File: config.mk
export PLATFORM = sky130hd
export DESIGN_NAME = direct_mode_transition_ctrl
export DESIGN_NICKNAME = d
export VERILOG_FILES = /design/src/hdl/power_mode_pkg.sv /design/src/hdl/rate_if.sv /design/src/hdl/clk_rate_gen.sv /design/src/hdl/direct_mode_transition_ctrl.sv
export SDC_FILE = /design/constraint.sdc
export NUM_CORES = 1
export LEC_CHECK = 0
export ABC_AREA = 1
export BUFFER_PORTS_ARGS = -buffer_cell sky130_fd_sc_hd__buf_2
export CORE_ASPECT_RATIO = 2
export CORE_MARGIN = 5
export CORE_UTILIZATION = 40
export CTS_CLUSTER_SIZE = 12
export DETAILED_ROUTE_END_ITERATION = 7
export GPL_TIMING_DRIVEN = 0
export HOLD_SLACK_MARGIN = 0.1
export PLACE_DENSITY_LB_ADDON = 0.05
export SYNTH_ARGS = -nofsm -noshare
export SYNTH_HDL_FRONTEND = slang
export SYNTH_SLANG_ARGS = --single-unit
File: constraint.sdc
create_clock -name pclk -period 2.5 [get_ports pclk]
set_input_delay 0.125 -clock pclk [delete_from_list [all_inputs] [get_ports pclk]]
set_output_delay 0.125 -clock pclk [all_outputs]
set_load 0.02 [all_outputs]
File: src/hdl/power_mode_pkg.sv
/*
  Shared constants and types of the direct mode transition controller:
  register offsets, field positions, reset values, state counts, enums.
  Assumes one 100 MHz clock and an APB register bus with 8 address bits.
*/
package power_mode_pkg;

  // ==========================================================
  // Register offsets (byte addresses)
  localparam logic [7:0] ADDR_CTRL_A = 8'h00;   // Power mode control A
  localparam logic [7:0] ADDR_CTRL_B = 8'h04;   // Power mode control B
  localparam logic [7:0] ADDR_INT_EN = 8'h08;   // Interrupt enable B
  localparam logic [7:0] ADDR_COND = 8'h0c;     // CPU condition code
  localparam logic [7:0] ADDR_STATUS = 8'h10;   // Mode and sequence state
  localparam logic [7:0] ADDR_EVENT = 8'h14;    // Sticky events, write 1 clears
  localparam logic [7:0] ADDR_MASK = 8'h18;     // Event mask

  // ==========================================================
  // Field positions
  localparam int CA_MA_POS = 0;     // Medium clock divider, 2 bits
  localparam int CA_LOW_SPEED_SELECT_POS = 2;   // Low speed select
  localparam int CA_TIMER_MODE_BIT3_POS = 3;   // Timer mode bit 3
  localparam int CA_STS_POS = 4;    // Oscillator wait select, 3 bits
  localparam int CA_STANDBY_SELECT_POS = 7;   // Standby select
  localparam int CB_DIRECT_CHANGE_ENABLE_POS = 0;   // Direct change enable
  localparam int CB_MEDIUM_SPEED_SELECT_POS = 1;   // Medium speed select
  localparam int CB_SA_POS = 2;     // Subactive divider, 2 bits
  localparam int IE_DT_POS = 0;     // Direct transition interrupt enable
  localparam int CC_I_POS = 7;      // Global interrupt mask
  localparam int EV_DT_POS = 0;     // Direct transition done
  localparam int EV_WAKE_POS = 1;   // Wake from halt

  // ==========================================================
  // Reset values
  localparam logic [7:0] CTRL_A_RST = 8'h00;
  localparam logic [7:0] CTRL_B_RST = 8'h00;
  localparam logic [7:0] INT_EN_RST = 8'h00;
  localparam logic [7:0] COND_RST = 8'h80;      // Interrupts masked after reset
  localparam logic [1:0] EVENT_RST = 2'h0;
  localparam logic [1:0] MASK_RST = 2'h0;

  // ==========================================================
  // Timing counts, in states of the relevant CPU clock
  localparam logic [3:0] PD_INSN_STATES = 4'h2;   // Power-down instruction
  localparam logic [3:0] INT_PROC_STATES = 4'h1;  // Internal processing
  localparam logic [3:0] EXC_STATES = 4'he;       // Interrupt exception
  localparam int OSC_WAIT_STATES_DEF = 8192;      // Longest oscillator wait
  localparam logic [1:0] WATCH_DIV_LAST = 2'h3;   // Watch clock is pclk/4

  // ==========================================================
  // Types
  typedef enum logic [1:0] {mode_high, mode_medium, mode_sub} mode_t;
  typedef enum logic [2:0] {lp_none, lp_sleep, lp_subsleep, lp_watch, lp_standby} lp_t;
  typedef enum logic [2:0] {seq_run, seq_pd, seq_halt, seq_lock, seq_wait, seq_exc} seq_t;

endpackage : power_mode_pkg

File: src/hdl/rate_if.sv
/*
  Carrier between the mode controller and its clock rate generator.
  Assumes both ends sit on pclk.
*/
`timescale 1ns/100ps
interface rate_if;
  import power_mode_pkg::*;
  mode_t mode;              // Current operating mode
  logic [1:0] med_div;      // Medium speed divider select
  logic [1:0] sub_div;      // Subactive divider select
  logic cpu_tick;           // CPU state enable
  logic periph_tick;        // Peripheral clock enable
  modport ctrl (output mode, med_div, sub_div, input cpu_tick, periph_tick);
  modport gen (input mode, med_div, sub_div, output cpu_tick, periph_tick);
endinterface : rate_if

File: src/hdl/clk_rate_gen.sv
/*
  Clock rate generator: one-cycle enables for CPU and peripherals.
  Assumes pclk is the system oscillator; the watch clock is pclk/4.
*/
`timescale 1ns/100ps
module clk_rate_gen
  import power_mode_pkg::*;
(
  // Clock and reset
  input wire logic pclk,
  input wire logic presetn,
  // Rate selection and enables
  rate_if.gen rif
);

  logic [5:0] med_cnt;   // Medium speed prescaler
  logic [1:0] wch_cnt;   // Watch clock prescaler
  logic [2:0] sub_cnt;   // Subactive prescaler on watch ticks
  logic med_tick;        // Medium speed enable
  logic wch_tick;        // Watch clock enable
  logic sub_tick;        // Subactive enable

  // ==========================================================
  // Helpers
  // Low-bit mask for a divide by (base << sel)
  function automatic logic [5:0] div_mask(input logic [5:0] base, input logic [1:0] sel);
    div_mask = 6'((base << sel) - 6'h01);
  endfunction : div_mask

  // ==========================================================
  // Prescalers
  // Free running so every rate stays phase aligned
  always_ff @(posedge pclk or negedge presetn)
  begin
    if (!presetn)
    begin
      med_cnt <= 6'h00;
      wch_cnt <= 2'h0;
      sub_cnt <= 3'h0;
    end
    else
    begin
      med_cnt <= med_cnt + 6'h01;
      wch_cnt <= wch_cnt + 2'h1;
      if (wch_tick)
        sub_cnt <= sub_cnt + 3'h1;
    end
  end

  // Medium speed is osc/8, /16, /32 or /64
  assign med_tick = (med_cnt & div_mask(6'h08, rif.med_div)) == 6'h00;
  assign wch_tick = wch_cnt == WATCH_DIV_LAST;
  // Subactive is watch/2, /4, /8; select 3 falls back to /8
  assign sub_tick = wch_tick &&
    ((sub_cnt & 3'(div_mask(6'h02, (rif.sub_div == 2'h3) ? 2'h2 : rif.sub_div))) == 3'h0);

  // ==========================================================
  // Enables per mode
  always_comb
  begin
    case (rif.mode)
      mode_high:
      begin
        rif.cpu_tick = 1'b1;
        rif.periph_tick = 1'b1;
      end
      mode_medium:
      begin
        rif.cpu_tick = med_tick;
        rif.periph_tick = med_tick;
      end
      mode_sub:
      begin
        rif.cpu_tick = sub_tick;
        rif.periph_tick = sub_tick;
      end
      default:
      begin
        rif.cpu_tick = 1'b1;
        rif.periph_tick = 1'b1;
      end
    endcase
  end

endmodule : clk_rate_gen

File: src/hdl/direct_mode_transition_ctrl.sv
/*
  Power mode controller with direct transitions between active and
  subactive operation, plus the ordinary halt entries as fallback.
  Assumes the CPU pulses sleep_insn on pclk, a wake pin from outside,
  and APB software access to the control registers.
*/
//
// Behaviour
// - Direct enable: change mode without halting program
// - Completed change starts dedicated interrupt exception
// - Interrupt disabled: plain sleep or watch instead
// - Global mask set: stuck in sleep/watch forever
// - High to medium via sleep
// - Medium to high via sleep
// - Active to subactive via watch
// - Subactive to high after oscillator wait
// - Subactive to medium after oscillator wait
// - Old clock 2+1 states, new clock 14
// - Oscillator wait plus 14, new clock
// - Speed change within active mode allowed
// - Medium mode peripherals at selected divider
// - Subactive clock is watch/2, /4, /8
`timescale 1ns/100ps
module direct_mode_transition_ctrl
  import power_mode_pkg::*;
#(
  parameter int unsigned OSC_WAIT_STATES = OSC_WAIT_STATES_DEF
)
(
  // Clock and reset
  input wire logic pclk,
  input wire logic presetn,
  // APB slave
  input wire logic psel,
  input wire logic penable,
  input wire logic pwrite,
  input wire logic [7:0] paddr,
  input wire logic [31:0] pwdata,
  output logic [31:0] prdata,
  output logic pready,
  output logic pslverr,
  // CPU side
  input wire logic sleep_insn,
  input wire logic wake_pin,
  output logic cpu_run,
  output logic cpu_tick,
  output logic periph_tick,
  output logic exc_start,
  output logic [2:0] power_state,
  output logic [1:0] cur_mode_out,
  // Interrupt
  output logic irq
);

  // ==========================================================
  // Declarations
  logic [7:0] ctrl_a;          // power_mode_ctrl_reg_a
  logic [7:0] ctrl_b;          // power_mode_ctrl_reg_b
  logic [7:0] int_en;          // interrupt_enable_reg_b
  logic [7:0] cond;            // cpu_condition_code_reg
  logic [1:0] event_stat;      // Sticky events
  logic [1:0] event_mask;      // Event mask
  logic wr_acc;                // APB write access phase
  logic wake_meta;             // Wake synchroniser, first stage
  logic wake_sync;             // Wake synchroniser, second stage
  seq_t seq;                   // Sequence state
  mode_t cur_mode;             // Current operating mode
  mode_t tgt_mode;             // Mode after the transition
  lp_t lp;                     // Halt kind held or passed through
  logic is_direct;             // Transition in progress is direct
  logic [3:0] pd_cnt;          // Old-clock states left
  logic [31:0] wait_cnt;       // Oscillator wait states left
  logic [3:0] exc_cnt;         // Exception states left
  logic set_dt;                // Direct change done event
  logic set_wake;              // Wake event
  // Decoded sleep outcome
  logic next_direct;
  mode_t next_tgt;
  lp_t next_lp;
  logic [31:0] wait_len;

  // Field views
  logic direct_change_enable, medium_speed_select, standby_select, low_speed_select, timer_mode_bit3, ibit, ie_dt;
  logic [2:0] sts;

  rate_if rif ();

  assign direct_change_enable = ctrl_b[CB_DIRECT_CHANGE_ENABLE_POS];
  assign medium_speed_select = ctrl_b[CB_MEDIUM_SPEED_SELECT_POS];
  assign standby_select = ctrl_a[CA_STANDBY_SELECT_POS];
  assign low_speed_select = ctrl_a[CA_LOW_SPEED_SELECT_POS];
  assign timer_mode_bit3 = ctrl_a[CA_TIMER_MODE_BIT3_POS];
  assign sts = ctrl_a[CA_STS_POS +: 3];
  assign ibit = cond[CC_I_POS];
  assign ie_dt = int_en[IE_DT_POS];

  // ==========================================================
  // Clock rates
  assign rif.mode = cur_mode;
  assign rif.med_div = ctrl_a[CA_MA_POS +: 2];
  assign rif.sub_div = ctrl_b[CB_SA_POS +: 2];

  clk_rate_gen u_rate (
    .pclk (pclk),
    .presetn (presetn),
    .rif (rif)
  );

  assign cpu_tick = rif.cpu_tick;
  assign periph_tick = rif.periph_tick;

  // Wait select halves the longest wait per step
  assign wait_len = (OSC_WAIT_STATES >> sts) == 0 ? 32'h1 : 32'(OSC_WAIT_STATES >> sts);

  // ==========================================================
  // Wake pin synchroniser
  always_ff @(posedge pclk or negedge presetn)
  begin
    if (!presetn)
    begin
      wake_meta <= 1'b0;
      wake_sync <= 1'b0;
    end
    else
    begin
      wake_meta <= wake_pin;
      wake_sync <= wake_meta;
    end
  end

  // ==========================================================
  // Sleep decode
  // Direct changes need the interrupt enabled; otherwise halt
  always_comb
  begin
    next_direct = 1'b0;
    next_tgt = cur_mode;
    next_lp = lp_sleep;
    case (cur_mode)
      mode_high, mode_medium:
      begin
        if (!standby_select && !low_speed_select)
        begin
          next_lp = lp_sleep;
          next_tgt = medium_speed_select ? mode_medium : mode_high;
          next_direct = direct_change_enable && (next_tgt != cur_mode);
        end
        else if (standby_select && timer_mode_bit3 && low_speed_select)
        begin
          next_lp = lp_watch;
          next_tgt = mode_sub;
          next_direct = direct_change_enable;
        end
        else if (!standby_select)
          next_lp = lp_sleep;
        else
          next_lp = lp_standby;
      end
      mode_sub:
      begin
        if (standby_select && timer_mode_bit3)
        begin
          next_lp = lp_watch;
          next_tgt = medium_speed_select ? mode_medium : mode_high;
          next_direct = direct_change_enable && !low_speed_select;
        end
        else if (!standby_select)
          next_lp = lp_subsleep;
        else
          next_lp = lp_standby;
      end
      default:
      begin
        next_lp = lp_sleep;
      end
    endcase
    if (!ie_dt)
      next_direct = 1'b0;
  end

  // ==========================================================
  // Transition sequencer
  always_ff @(posedge pclk or negedge presetn)
  begin
    if (!presetn)
    begin
      seq <= seq_run;
      cur_mode <= mode_high;
      tgt_mode <= mode_high;
      lp <= lp_none;
      is_direct <= 1'b0;
      pd_cnt <= 4'h0;
      wait_cnt <= 32'h0;
      exc_cnt <= 4'h0;
      set_dt <= 1'b0;
      set_wake <= 1'b0;
      exc_start <= 1'b0;
    end
    else
    begin
      set_dt <= 1'b0;
      set_wake <= 1'b0;
      exc_start <= 1'b0;
      case (seq)
        // Running: power-down instruction starts a sequence
        seq_run:
        begin
          if (sleep_insn)
          begin
            seq <= seq_pd;
            pd_cnt <= PD_INSN_STATES + INT_PROC_STATES;
            is_direct <= next_direct;
            tgt_mode <= next_tgt;
            lp <= next_lp;
          end
        end
        // Instruction and internal states on the old clock
        seq_pd:
        begin
          if (cpu_tick)
          begin
            pd_cnt <= pd_cnt - 4'h1;
            if (pd_cnt == 4'h1)
            begin
              if (!is_direct)
                seq <= seq_halt;
              else if (ibit)
                seq <= seq_lock;
              else
              begin
                cur_mode <= tgt_mode;
                if (cur_mode == mode_sub)
                begin
                  seq <= seq_wait;
                  wait_cnt <= wait_len;
                end
                else
                begin
                  seq <= seq_exc;
                  exc_cnt <= EXC_STATES;
                  exc_start <= 1'b1;
                  set_dt <= 1'b1;
                end
              end
            end
          end
        end
        // Ordinary halt; only an unmasked wake leaves it
        seq_halt:
        begin
          if (wake_sync && !ibit)
          begin
            set_wake <= 1'b1;
            if (lp == lp_sleep || lp == lp_subsleep || (lp == lp_watch && low_speed_select))
            begin
              if (lp == lp_watch)
                cur_mode <= mode_sub;
              seq <= seq_exc;
              exc_cnt <= EXC_STATES;
              exc_start <= 1'b1;
            end
            else
            begin
              // Oscillator restarts before active operation
              cur_mode <= medium_speed_select ? mode_medium : mode_high;
              seq <= seq_wait;
              wait_cnt <= wait_len;
            end
          end
        end
        // Masked direct attempt: no way out but reset
        seq_lock:
        begin
          seq <= seq_lock;
        end
        // Oscillator settling on the new system clock
        seq_wait:
        begin
          if (cpu_tick)
          begin
            wait_cnt <= wait_cnt - 32'h1;
            if (wait_cnt == 32'h1)
            begin
              seq <= seq_exc;
              exc_cnt <= EXC_STATES;
              exc_start <= 1'b1;
              set_dt <= is_direct;
            end
          end
        end
        // Exception states on the new clock
        seq_exc:
        begin
          if (cpu_tick)
          begin
            exc_cnt <= exc_cnt - 4'h1;
            if (exc_cnt == 4'h1)
            begin
              seq <= seq_run;
              lp <= lp_none;
              is_direct <= 1'b0;
            end
          end
        end
        default:
        begin
          seq <= seq_run;
        end
      endcase
    end
  end

  // CPU executes except while halted, locked or in the oscillator wait after an ordinary halt
  assign cpu_run = (seq != seq_halt) && (seq != seq_lock) && (seq != seq_wait || is_direct);
  assign power_state = (seq == seq_run) ? 3'(lp_none) : 3'(lp);
  assign cur_mode_out = 2'(cur_mode);

  // ==========================================================
  // APB register file
  assign wr_acc = psel && penable && pwrite;
  assign pready = 1'b1;   // Zero wait states

  // Control registers
  always_ff @(posedge pclk or negedge presetn)
  begin
    if (!presetn)
    begin
      ctrl_a <= CTRL_A_RST;
      ctrl_b <= CTRL_B_RST;
      int_en <= INT_EN_RST;
      cond <= COND_RST;
      event_mask <= MASK_RST;
    end
    else if (wr_acc)
    begin
      case (paddr)
        ADDR_CTRL_A: ctrl_a <= pwdata[7:0];
        ADDR_CTRL_B: ctrl_b <= {4'h0, pwdata[3:0]};
        ADDR_INT_EN: int_en <= {7'h00, pwdata[0]};
        ADDR_COND: cond <= {pwdata[7], 7'h00};
        ADDR_MASK: event_mask <= pwdata[1:0];
        default:
        begin
          // Read-only or unmapped
        end
      endcase
    end
  end

  // Sticky events; a set beats a same-cycle clear
  always_ff @(posedge pclk or negedge presetn)
  begin
    if (!presetn)
      event_stat <= EVENT_RST;
    else
    begin
      for (int i = 0; i < 2; i++)
      begin
        if ((i == EV_DT_POS && set_dt) || (i == EV_WAKE_POS && set_wake))
          event_stat[i] <= 1'b1;
        else if (wr_acc && paddr == ADDR_EVENT && pwdata[i])
          event_stat[i] <= 1'b0;
      end
    end
  end

  assign irq = |(event_stat & event_mask);

  // Read mux and error answer
  always_comb
  begin
    prdata = 32'h0;
    pslverr = 1'b0;
    case (paddr)
      ADDR_CTRL_A: prdata = {24'h0, ctrl_a};
      ADDR_CTRL_B: prdata = {24'h0, ctrl_b};
      ADDR_INT_EN: prdata = {24'h0, int_en};
      ADDR_COND: prdata = {24'h0, cond};
      ADDR_STATUS: prdata = {24'h0, 3'(seq), 3'(lp), 2'(cur_mode)};
      ADDR_EVENT: prdata = {30'h0, event_stat};
      ADDR_MASK: prdata = {30'h0, event_mask};
      default: pslverr = psel && penable;
    endcase
  end

endmodule : direct_mode_transition_ctrl

==> impl_metrics.ini <==
[floorplan]
die_h_um = 176.9
pin_count = 91
dieWidth_um = 93.46
dieArea_um2 = 16540
initial_utilization_pct = 40.34
row_count = 61
core-area_um2 = 13810

[critical_path]
crit_path_end_kind = register
critical_path_required_ns = 2.78
arrival_ns = 2.57
crit_fanout = 10
cp-start-kind = register
critical_path_class = register to register

[synth]
ys_ff_latch = 85
syn_inst = 793
synth.largest_area_cell = dfrtp_1
synth.avg_cell_area_um2 = 7.028
yosys.area.top_type_share_pct = 37.72
synth.area.top_cells = dfrtp_1 38%, nand2_1 16%, nor2_1 6.8%
yosysUniqueCellTypes = 36
yosysSeqAreaShare_pct = 38.19
yosys_warnings = 0
syn-cell-area_um2 = 5573

[drt]
wl_per_cell_um = 15.60
ant_nets = 0
drtIter0Drc = 246
drtPass1Iterations = 4
viasPerCell = 4.929
drc = 0
totalWireLength_mm = 16.73
vias = 5284

[global_routing]
grt_pass1_vias = 5297
antenna_found_initial = 0
grt_pass1_wl_mm = 26.40
grtUsageTotal_pct = 20.88
grt_max_degree = 47
gr-total-overflow = 0

[finish]
drive_gt1_share_pct = 13.93
area_growth_pct = 18.19
finalNetCount = 939
diodes = 0

[cts]
cts_tree = yes
cts_root_buf = clkbuf_16
path_clk_slew_ns = 0.07
insertion_delay_ns = 0.34
cts_made_buffers = 9
clockBufferDepth = 2
htreeDepth = 3
cts.sinks = 85
post_cts_buffers = 0

[timing]
fin_skew_ns = 0.009141
slew_viol_final = 0
min_period_over_period_pct = 91.67
hold_slack_ns = 0.1369
min_period_ns = 2.292
rsz0062_at_grt = no
finalHoldViolCount = 0
worstMarginPinSlew_ns = 0.5430
finalSetupTns_ns = 0
setup_viol = 0
fmax_mhz = 436.4
setup_ws_ns = 0.2083
relSlewSlack_pct = 63.67

[placed_design]
dp_slack_ns = 0.09920
place.gp.congestion = 0.9311
io_buffers = 41
dp_hpwl_mm = 13.49

[status]
status = finished clean

[power]
leakage_nw = 3.485
power_density_nw_per_um2 = 1247
irDropWorstVdd_v = 0.0004989

[min_path]
hold_path.class = input pin to register

[flow_run]
drv_cap = 0
==> state kept, by name (all words and copies together), names as in the netlist, 2 cells and up <==
register,flops
tgt_mode,2
exc_cnt,4
u_rate.med_cnt,6
seq,3
pd_cnt,4
ctrl_a,8
cur_mode_out,2
wait_cnt,32
ctrl_b,4
u_rate.wch_cnt,2
u_rate.sub_cnt,3
event_mask,2
event_stat,2
lp,3
==> layout make-up <==
cell class	instances	area [um2]
inverters	100	377.9
fillers	1421	7228
multi-input cells	597	2900
clock inverters	7	127.6
flip-flops and latches	85	2128
plain buffers	34	265.3
well taps	189	236.5
clock buffers	9	225.2
repair buffers	51	325.3
==> metrics by stage <==
step	util (%)	instance area (um2)	total power, W	cells
2_1_floorplan	-	5659	0.005347	816
3_3_place_gp	44.16	6101	0.006519	1046
3_5_place_dp	44.38	6131	0.006611	1047
4_1_cts	47.62	6579	0.008271	1072
5_1_grt	47.68	6586	0.008892	1072
6_report	47.68	6586	0.008212	1072
==> cells in the final DEF (no fill, tap or decap), types with 2 or more instances in the layout <==
| master | synthesis | final |
|---|---|---|
| a21oi_1 | 10 | 10 |
| a31oi_1 | 2 | 2 |
| buf_2 | 2 | 42 |
| buf_4 | 28 | 29 |
| buf_6 | 4 | 4 |
| bufinv_16 | 0 | 3 |
| clkbuf_16 | 0 | 9 |
| conb_1 | 2 | 25 |
| dfrtp_1 | 84 | 84 |
| dlygate4sd3_1 | 0 | 9 |
| ha_1 | 14 | 13 |
| inv_1 | 97 | 97 |
| inv_2 | 2 | 2 |
| inv_6 | 0 | 3 |
| nand2_1 | 243 | 243 |
| nand2_2 | 6 | 6 |
| nand3_1 | 47 | 46 |
| nand3_2 | 1 | 2 |
| nand3_4 | 2 | 2 |
| nand4_1 | 24 | 24 |
| nor2_1 | 101 | 101 |
| nor2_2 | 4 | 3 |
| nor2_4 | 6 | 7 |
| nor3_1 | 9 | 9 |
| o21ai_0 | 45 | 45 |
| o21ai_1 | 11 | 11 |
| o21ai_2 | 4 | 4 |
| o21bai_1 | 6 | 6 |
| o221ai_1 | 3 | 3 |
| o22ai_1 | 9 | 9 |
| xnor2_1 | 6 | 6 |
| xor2_1 | 13 | 13 |
==> kinds of logic after synthesis <==
family                   Yosys count  share of synthesized area [%]
AO/OA/AOI/OAI                     94                          9.654
adder cells (fa/ha/maj)           14                          3.143
other                              2                         0.1348
AND/OR/NAND/NOR                  445                          34.35
buffers and inverters            134                          11.54
flip-flops                        85                          38.19
XOR/XNOR                          19                          2.986
==> synthesized netlist by cell type <==
library cell,number
nor2_4,6
nor2_2,4
o221ai_1,3
ha_1,14
o21ai_1,11
a22oi_1,1
nand3_4,2
xor2_1,13
buf_4,28
o21ai_0,45
buf_2,2
and2_1,1
nand3_2,1
xnor2_1,6
a21oi_1,10
inv_2,2
a31o_2,1
nand4_1,24
inv_1,97
o21bai_1,6
o22ai_1,9
nor3_1,9
nand2_4,1
inv_4,1
o211ai_1,1
dfrtp_1,84
nor2_1,101
a31oi_1,2
o21ai_2,4
conb_1,2
a311oi_1,1
nand3_1,47
nand2_2,6
buf_6,4
dfstp_2,1
nand2_1,243
==> timing repair <==
item	in CTS	in global routing
gates cloned	0	0
pin swaps	0	0
endpoints found under the hold margin	49	0
resized for setup	1	2
hold buffers	9	0
setup endpoints to repair	1	36
==> where the power goes <==
group	internal (W)	switching, W
Combinational	0.00148	0.00305
Clock	0.000995	0.000599
Sequential	0.00169	0.000402
Total	0.00416	0.00405
==> final timing paths <==
path                                 start           end  slack [ns]  cells after the start
setup / recovery           cur_mode_out[0]  wait_cnt[26]        0.21                     11
hold / removal                   pwdata[0]     int_en[0]        0.14                      3
setup reg to reg           cur_mode_out[0]  wait_cnt[26]        0.21                     11
hold reg to reg                  wake_meta     wake_sync        0.35                      0
max in group asynchronous          presetn         lp[0]        1.54                      3
min in group asynchronous          presetn  wait_cnt[25]        0.31                      2
==> layer usage <==
layer / part of all wire, % / track usage (%)
met5: 0 / 0
met4: 5.1 / 11.74
met3: 2.5 / 2.638
met2: 59 / 41.59
met1: 33 / 19.52
==> worst max-delay path: stages (launching register included) <==
cell	delay, ns
dfrtp_1	0.49
inv_1	0.19
ha_2	0.31
nand2_1	0.07
nor2_1	0.08
nand2_1	0.12
nand2_1	0.13
nor2_4	0.07
nor2_4	0.24
buf_2	0.31
nand3_1	0.12
nand2_1	0.08
(Power assumes the default switching activity.)
